### config.mk
export PLATFORM = sky130hd
export DESIGN_NAME = asm_host
export DESIGN_NICKNAME = d
export VERILOG_FILES = /design/src/asm_pkg.sv /design/src/asm_timer.sv /design/src/asm_host.sv
export SDC_FILE = /design/constraint.sdc
export NUM_CORES = 1
export LEC_CHECK = 0
export CAP_MARGIN = 20
export CORE_UTILIZATION = 40
export CTS_BUF_LIST = sky130_fd_sc_hd__clkbuf_4
export CTS_CLUSTER_DIAMETER = 40
export DETAILED_ROUTE_END_ITERATION = 8
export DONT_BUFFER_PORTS = 1
export SETUP_SLACK_MARGIN = 0.4
export SYNTH_ARGS = -nofsm -noshare
export SYNTH_HDL_FRONTEND = slang
export SYNTH_SLANG_ARGS = --single-unit
### constraint.sdc
create_clock -name CLK -period 1.7 [get_ports CLK]
set_input_delay 0 -clock CLK [delete_from_list [all_inputs] [get_ports CLK]]
set_output_delay 0 -clock CLK [all_outputs]
set_load 0.01 [all_outputs]
### src/asm_pkg.sv
`default_nettype none
package asm_pkg;
    localparam int ADDR_W = 19;
    localparam int DATA_W = 8;
    localparam int CLK_PERIOD_PS = 25000;
    localparam int ADDR_TO_DATA_DELAY_PS = 20000;
    localparam int SELECT_TO_DATA_DELAY_PS = 20000;
    localparam int OUTEN_TO_DATA_DELAY_PS = 10000;
    localparam int MIN_READ_PERIOD_PS = 20000;
    localparam int WRITE_WIDTH_PS = 20000;
    localparam int WRITE_TO_FLOAT_DELAY_PS = 10000;
    localparam int READ_WAIT_CYC = (ADDR_TO_DATA_DELAY_PS + CLK_PERIOD_PS - 1) / CLK_PERIOD_PS + 1;
    localparam int WRITE_WIDTH_CYC = (WRITE_WIDTH_PS + CLK_PERIOD_PS - 1) / CLK_PERIOD_PS + 1;
    localparam int FLOAT_WAIT_CYC = (WRITE_TO_FLOAT_DELAY_PS + CLK_PERIOD_PS - 1) / CLK_PERIOD_PS;
    localparam logic [3:0] CNT_ZERO = 4'h0;
    typedef logic [3:0] asm_cnt_t;
endpackage : asm_pkg
`default_nettype wire

### src/asm_timer.sv
`timescale 1ns/1ps
`default_nettype none
module asm_timer (
    input wire logic clk,
    input wire logic rst,
    input wire logic load,
    input wire asm_pkg::asm_cnt_t value,
    output logic done
);
    import asm_pkg::*;
    typedef struct packed {
        asm_cnt_t cnt;
    } asm_tmr_s;
    asm_tmr_s st_r;
    asm_tmr_s st_nxt;
    always_comb begin
        st_nxt = st_r;
        if (load) begin
            st_nxt.cnt = value;
        end else if (st_r.cnt != CNT_ZERO) begin
            st_nxt.cnt = st_r.cnt - 4'h1;
        end
    end
    always_ff @(posedge clk) begin
        if (rst) begin
            st_r <= '0;
        end else begin
            st_r <= st_nxt;
        end
    end
    assign done = (st_r.cnt == CNT_ZERO) && !load;
endmodule : asm_timer
`default_nettype wire

### src/asm_host.sv
`timescale 1ns/1ps
`default_nettype none
// Behaviour
// - Host holds address one read period.
// - Select read with steady address, outen.
// - Strobe-ended write keeps full pulse width.
// - Host drives data with the strobe; outen already high.
module asm_host (
    input wire logic CLK,
    input wire logic RST,
    input wire logic REQ_VALID,
    input wire logic REQ_WRITE,
    input wire logic [asm_pkg::ADDR_W-1:0] REQ_ADDR,
    input wire logic [asm_pkg::DATA_W-1:0] REQ_WDATA,
    output logic REQ_READY,
    output logic RSP_VALID,
    output logic [asm_pkg::DATA_W-1:0] RSP_RDATA,
    output logic [asm_pkg::ADDR_W-1:0] MEM_ADDR,
    output logic MEM_SEL_N,
    output logic MEM_WSTROBE_N,
    output logic MEM_OUTEN_N,
    input wire logic [asm_pkg::DATA_W-1:0] MEM_DQ_I,
    output logic [asm_pkg::DATA_W-1:0] MEM_DQ_O,
    output logic MEM_DQ_OE
);
    import asm_pkg::*;

    // ----------------------------------------
    // State
    // ----------------------------------------
    typedef enum logic [3:0] {
        S_IDLE  = 4'b0001,
        S_READ  = 4'b0010,
        S_WRITE = 4'b0100,
        S_DONE  = 4'b1000
    } asm_state_e;

    typedef struct packed {
        asm_state_e st;
        logic ready;
        logic rsp;
        logic [DATA_W-1:0] rdata;
        logic [ADDR_W-1:0] addr;
        logic sel_n;
        logic we_n;
        logic oe_n;
        logic [DATA_W-1:0] dq_o;
        logic dq_oe;
        logic [DATA_W-1:0] dq_s1;
        logic [DATA_W-1:0] dq_s2;
    } asm_host_s;

    asm_host_s s_r;
    asm_host_s s_nxt;
    logic tmr_load;
    asm_cnt_t tmr_val;
    logic tmr_done;

    asm_timer u_timer (
        .clk(CLK),
        .rst(RST),
        .load(tmr_load),
        .value(tmr_val),
        .done(tmr_done)
    );

    // ----------------------------------------
    // Sequencer
    // ----------------------------------------
    always_comb begin
        s_nxt = s_r;
        tmr_load = 1'b0;
        tmr_val = CNT_ZERO;
        s_nxt.dq_s1 = MEM_DQ_I;
        s_nxt.dq_s2 = s_r.dq_s1;
        s_nxt.rsp = 1'b0;
        case (s_r.st)
            S_IDLE: begin
                if (REQ_VALID && s_r.ready) begin
                    s_nxt.ready = 1'b0;
                    s_nxt.addr = REQ_ADDR;
                    s_nxt.sel_n = 1'b0;
                    tmr_load = 1'b1;
                    if (REQ_WRITE) begin
                        // float before drive
                        // Output enable stays high, so the memory is already floating.
                        s_nxt.oe_n = 1'b1;
                        s_nxt.we_n = 1'b0;
                        s_nxt.dq_o = REQ_WDATA;
                        s_nxt.dq_oe = 1'b1;
                        tmr_val = asm_cnt_t'(WRITE_WIDTH_CYC);
                        s_nxt.st = S_WRITE;
                    end else begin
                        s_nxt.oe_n = 1'b0;
                        s_nxt.we_n = 1'b1;
                        tmr_val = asm_cnt_t'(READ_WAIT_CYC + 2);
                        s_nxt.st = S_READ;
                    end
                end
            end
            S_READ: begin
                // hold address
                // The extra two cycles cover the input synchroniser.
                if (tmr_done) begin
                    s_nxt.rdata = s_r.dq_s2;
                    s_nxt.rsp = 1'b1;
                    s_nxt.sel_n = 1'b1;
                    s_nxt.oe_n = 1'b1;
                    s_nxt.st = S_DONE;
                end
            end
            S_WRITE: begin
                if (tmr_done) begin
                    s_nxt.we_n = 1'b1;
                    s_nxt.st = S_DONE;
                end
            end
            S_DONE: begin
                // select released after strobe
                // Data and select drop one cycle after the strobe rises for hold margin.
                s_nxt.sel_n = 1'b1;
                s_nxt.dq_oe = 1'b0;
                s_nxt.ready = 1'b1;
                s_nxt.st = S_IDLE;
            end
            default: begin
                s_nxt.st = S_IDLE;
            end
        endcase
    end

    always_ff @(posedge CLK) begin
        if (RST) begin
            s_r <= '0;
            s_r.st <= S_IDLE;
            s_r.ready <= 1'b1;
            s_r.sel_n <= 1'b1;
            s_r.we_n <= 1'b1;
            s_r.oe_n <= 1'b1;
        end else begin
            s_r <= s_nxt;
        end
    end

    // ----------------------------------------
    // Outputs
    // ----------------------------------------
    // Every pin comes straight from the state register, so no glitch reaches the memory.
    assign REQ_READY = s_r.ready;
    assign RSP_VALID = s_r.rsp;
    assign RSP_RDATA = s_r.rdata;
    assign MEM_ADDR = s_r.addr;
    assign MEM_SEL_N = s_r.sel_n;
    assign MEM_WSTROBE_N = s_r.we_n;
    assign MEM_OUTEN_N = s_r.oe_n;
    assign MEM_DQ_O = s_r.dq_o;
    assign MEM_DQ_OE = s_r.dq_oe;
endmodule : asm_host
`default_nettype wire

* Word-level counts from Yosys, hierarchy flattened *
Cells that the tools add are included.

word-level totals
  output and inout bits = 41
  input bits = 39
  bits in latches = 0
  bits in registers = 65
  logic and storage cells = 66
  bits in read-only memories = 0
  memories kept = 0
  memory bits (writable) = 0

operators by class
  add/subtract/negate cells = 1
  magnitude comparators = 0
  shifts and indexed selects = 0
  multipliers = 0
  equality and inequality tests = 9
  reductions and logical operators = 21
  divide/modulo/power cells = 0
  bitwise logic cells = 1
  muxes and demuxes = 21

operator list
  cell                                                                    number
  4-bit 2-to-1 mux                                                        5
  9-bit 2-to-1 mux                                                        2
  3-bit AND reduction                                                     5
  12-bit 2-to-1 mux                                                       1
  2-bit inequality test (second input constant)                           4
  1-bit case mux with 2 select lines                                      4
  4-bit case mux with 2 select lines                                      1
  2-bit AND reduction                                                     4
  2-bit nonzero test                                                      4
  3-bit 2-to-1 mux                                                        2
  5-bit 2-to-1 mux                                                        1
  4-bit by 1-bit equality test with 1-bit output (second input constant)  1
  4-bit by 2-bit equality test with 1-bit output (second input constant)  1
  4-bit by 3-bit equality test with 1-bit output (second input constant)  1
  4-bit equality test (second input constant)                             1
  4-bit logical NOT                                                       1
  4-bit nonzero test                                                      1
  2-bit OR reduction                                                      2
  4-bit by 1-bit subtractor with 4-bit output (second input constant)     1
  1-bit 2-to-1 mux                                                        3
  1-bit case mux with 3 select lines                                      1
  3-bit nonzero test                                                      1
  1-bit logical AND                                                       2
  2-bit 2-to-1 mux                                                        1
  3 further kinds                                                         3

* Depth between registers and ports, before layout *
  word-level depth = 7
  gate-level depth with buffers = 6
  mapped depth without buffers = 5

* Hierarchy *
A second synthesis with hierarchy kept.

unflattened totals
  cells, all modules = 304
  area, all modules = 2620.0 sq um

modules (own cells, without submodules)
  module     sequential area each (sq um)  area each (sq um)  times used  cells each
  asm_host   1221.2                        2387.3             1           278
  asm_timer  80.1                          232.7              1           26

* Worst setup path after synthesis *
No wires, ideal clock.

  path kind = register to register
  start = register u_timer.st_r[0] (netlist name)
  end = register s_r (netlist bit RSP_RDATA[7])
  data required time = 1568 ps
  arrival time = 1477 ps
  clock period less this slack = 1610 ps
  cell stages (with the launch flop) = 7
  slack = 90 ps
  path buffers = 1
  path through = dfxtp_1 inv_1 ha_1 or3b_2 clkbuf_1 o21ai_0 a21oi_1

on the way
  longest elaborated chain between the ends = 3

RTL lines
  item                                  line             text
  from (decl)                           asm_timer.sv:14  asm_tmr_s st_r;
  from (signal assigned)                asm_timer.sv:28  st_r <= st_nxt;
  4-bit logical NOT                     asm_timer.sv:31  assign done = (st_r.cnt == CNT_ZERO) && !load;
  1-bit logical AND                     asm_timer.sv:31
  2-bit AND reduction (no source line)  -
  to (signal assigned)                  asm_host.sv:141  s_r <= s_nxt;
  to (decl)                             asm_host.sv:53   asm_host_s s_r;

No other way between the ends.
A chain may end at the register's enable or synchronous reset.

* Worst setup path after layout *
  start = register s_r[58] (netlist name)
  end = register s_r (netlist bit MEM_DQ_O[3])

on the way
  longest elaborated chain between the ends = 2

RTL lines
  item                                            line            text
  4-bit by 1-bit equality test with 1-bit output  asm_host.sv:77  case (s_r.st)
  3-bit AND reduction (no source line)            -

No other way between the ends.

==> reports/summary.txt <==
Status - finished with violations
Failing checks - negative hold slack
Clock power share - 30.6%
CP max stage delay - 0.64 ns
Initial antenna violation count - 0
Number of buffers created by CTS - 9
Tot Pwr - 4.28 mW
Pwr per Cell Area - 1260 mW/mm^2
Crit path launch type - register
EDFF count, synth - 0
Total GRT Usage - 17.9%
Core area - 0.00653 mm^2
Largest area contributor in the netlist - dfxtp_1
Top-count cell post-synth - dfxtp_1
Layout cells sized above 1 - 33.8%
H-tree depth - 3
Combinational share of power - 27.7%
I/O Buffers - 0
Hold_buf cts - 16
GRT Residual Overflow - 0
HPWL after DPL - 3440 um
Switch Pwr - 1.29 mW
Initial Utilization - 42.4%
Buf/Inv on CP - 0
Avg WL per Cell - 16.8 um
Hold Slack - -0.362 ns
Sequential share of power - 41.6%
RSZ-0062 raised after global routing - yes
Least-Margin Pin Slew - 0.442 ns
Nets@finish - 335
CTS Root Cell - clkbuf_4
DRC Markers - 0
Worst-path maximum fanout - 8
CP Cell Sequence - or4b_4, o31ai_1, a21oi_1
Sink Count - 65
Slew headroom - 70.3%
Hold Vio Cnt, Final - 49
Filler cells - 583
Most used routing layer in global routing - met2
Clk slew on worst S/H paths - 0.11 ns
GRT met3 Usage - 7.98%
First-pass GRT wire length - 9890 um
Async SR Flop Fraction - 0%
Skew-Pair Late Insertion Delay - 0.41 ns
# rows - 29
Synth top area cells - dfxtp_1, buf_4, a21oi_1
Switching share of total power - 30.1%
Die Ht - 85.2 um
Vias in the first global route - 1,927
Period Utilization, post-route - 85.9%
Post-Syn Area - 0.00277 mm^2
Arr. time, crit path - 1.77 ns
Met2 Use GR - 28.6%
Syn_nets - 342
F_max - 685 MHz
Worst Hold Class - in2reg
Top delay family on crit path - simple AND/OR/NAND/NOR gates
Largest net degree at the start of global routing - 65
Setup WS pre-CTS - 0.0775 ns
Die width - 85.2 um
Setup CP Type - reg2reg
I/O pin cnt - 80
Share of the synthesized area in the top cell type - 47.0%
Register area share after synthesis - 47.0%
Final ANT Viol Nets - 0
Vias per inst - 5.52
#FFs+latches synth - 65
Mapped Avg Cell Area - 9.19 um^2
LEAKAGE - 1.21 nW
Commonest cells in the netlist - dfxtp_1, a21oi_1, buf_4
CP endpoint kind - register
First drt pass iteration count - 5
Routed via count - 2,075
TNS Setup - 0 ns
Number of setup violations in the final report - 0
Final Max Tran Viols - 0
Clock Tree Buf Depth - 2
Dominant synthesized flop cell - dfxtp_1
Max-cap violations - 0
Synthesis warning total - 0
M1 GR Usage - 21.4%
Worst EP required - 2.01 ns
Worst vdd ir - 0.663 mV
Worst Slack Setup Final - 0.240 ns
Cells after Synth - 301
Clock skew - 0.00897 ns
Synth unique cells - 43
Master of the slowest instance on the critical path - or4b_4
Routed Wire Length - 6320 um
Min cycle time layout - 1.46 ns
CTS tree - done
Area Growth Syn to Fin - 23.1%
Die area - 0.00726 mm^2
RePlAce Congestion - 0.780
P_int - 2.99 mW
Diode count - 0
Initial drt markers - 114
[layout make-up]
| cell class | count | area, um^2 | area share [%] |
|---|---|---|---|
| Clock inverter | 7 | 119 | 3.49 |
| Timing Repair Buffer | 41 | 469 | 13.8 |
| Sequential cell | 65 | 1320 | 38.7 |
| Multi-Input combinational cell | 173 | 1320 | 38.7 |
| Tap cell | 77 | 96.3 | 2.83 |
| Clock buffer | 9 | 67.6 | 1.98 |
| Inverter | 4 | 15.0 | 0.441 |
[layer usage]
layer  vias up  wire length [um]
met1       962              2580
met5         -                 0
met2        83              3130
li1       1020                 -
met4         0                95
met3        10               519
[kinds of logic (layout without fill, tap and decap cells)]
logic type               count (synthesis)  count (layout)  share of synthesized area, %
AO/OA/AOI/OAI                           82              82                          16.7
flip-flops                              65              65                          47.0
buffers and inverters                   66              61                          15.1
multiplexers                             2               2                         0.723
adder cells (fa/ha/maj)                  2               2                         0.904
XOR/XNOR                                 3               3                         0.950
AND/OR/NAND/NOR                         81              84                          18.6
[power groups by stage]
stage	sequential [mW]	clock, mW	combinational, mW
finish	1.78	1.31	1.19
global route	1.80	1.44	1.29
CTS	1.78	1.35	1.04
detailed placement	1.80	0	0.756
global placement	1.80	0	0.746
floorplan	1.74	0	0.779
[through the flow]
stage / hold WS (ns) / utilization (%) / std cells / cell area (um^2)
2_1_floorplan: 0.128 / - / 301 / 2830
3_3_place_gp: 0.0740 / 39.5 / 327 / 2580
3_5_place_dp: 0.0760 / 39.5 / 327 / 2580
4_1_cts: -0.388 / 48.6 / 371 / 3180
5_1_grt: -0.419 / 52.2 / 376 / 3410
6_report: -0.362 / 52.2 / 376 / 3410
[flip-flops by register name, indices dropped and copies added, names as in the netlist]
| signal | cells |
|---|---|
| MEM_OUTEN_N | 1 |
| MEM_SEL_N | 1 |
| MEM_DQ_O | 8 |
| MEM_WSTROBE_N | 1 |
| s_nxt | 8 |
| MEM_ADDR | 19 |
| s_r | 12 |
| u_timer.st_r | 4 |
| MEM_DQ_OE | 1 |
| RSP_VALID | 1 |
| RSP_RDATA | 8 |
| REQ_READY | 1 |
[worst paths after layout]
check	start	slack (ns)	cells past startpoint	end
worst max register to register	s_r[58]$_SDFFE_PP0P_	0.24	3	MEM_DQ_O[3]$_SDFFE_PP0P_
worst min register to register	s_r[5]$_SDFF_PP0_	0.44	2	RSP_RDATA[5]$_SDFFE_PP0P_
worst min-delay path	RST	-0.36	1	RSP_RDATA[1]$_SDFFE_PP0P_
worst max-delay path	s_r[58]$_SDFFE_PP0P_	0.24	3	MEM_DQ_O[3]$_SDFFE_PP0P_
[placed cells by master, fill, tap and decap left out, types with 9 or more instances in the layout]
cell	count
buf_4	12
a21oi_2	9
dfxtp_1	58
nor2b_1	16
nand3_1	19
dlygate4sd3_1	16
clkbuf_4	9
a21oi_1	29
o21ai_1	15
o21ai_2	9
[what timing repair did]
item / CTS / global route
endpoints found under the hold margin: 65 / 49
buffers inserted: 7 / 4
pin swaps: 8 / 18
cloned: 5 / 1
resized for setup: 32 / 43
endpoints found under the setup margin: 49 / 48
Power figures use the tool's default switching activity.
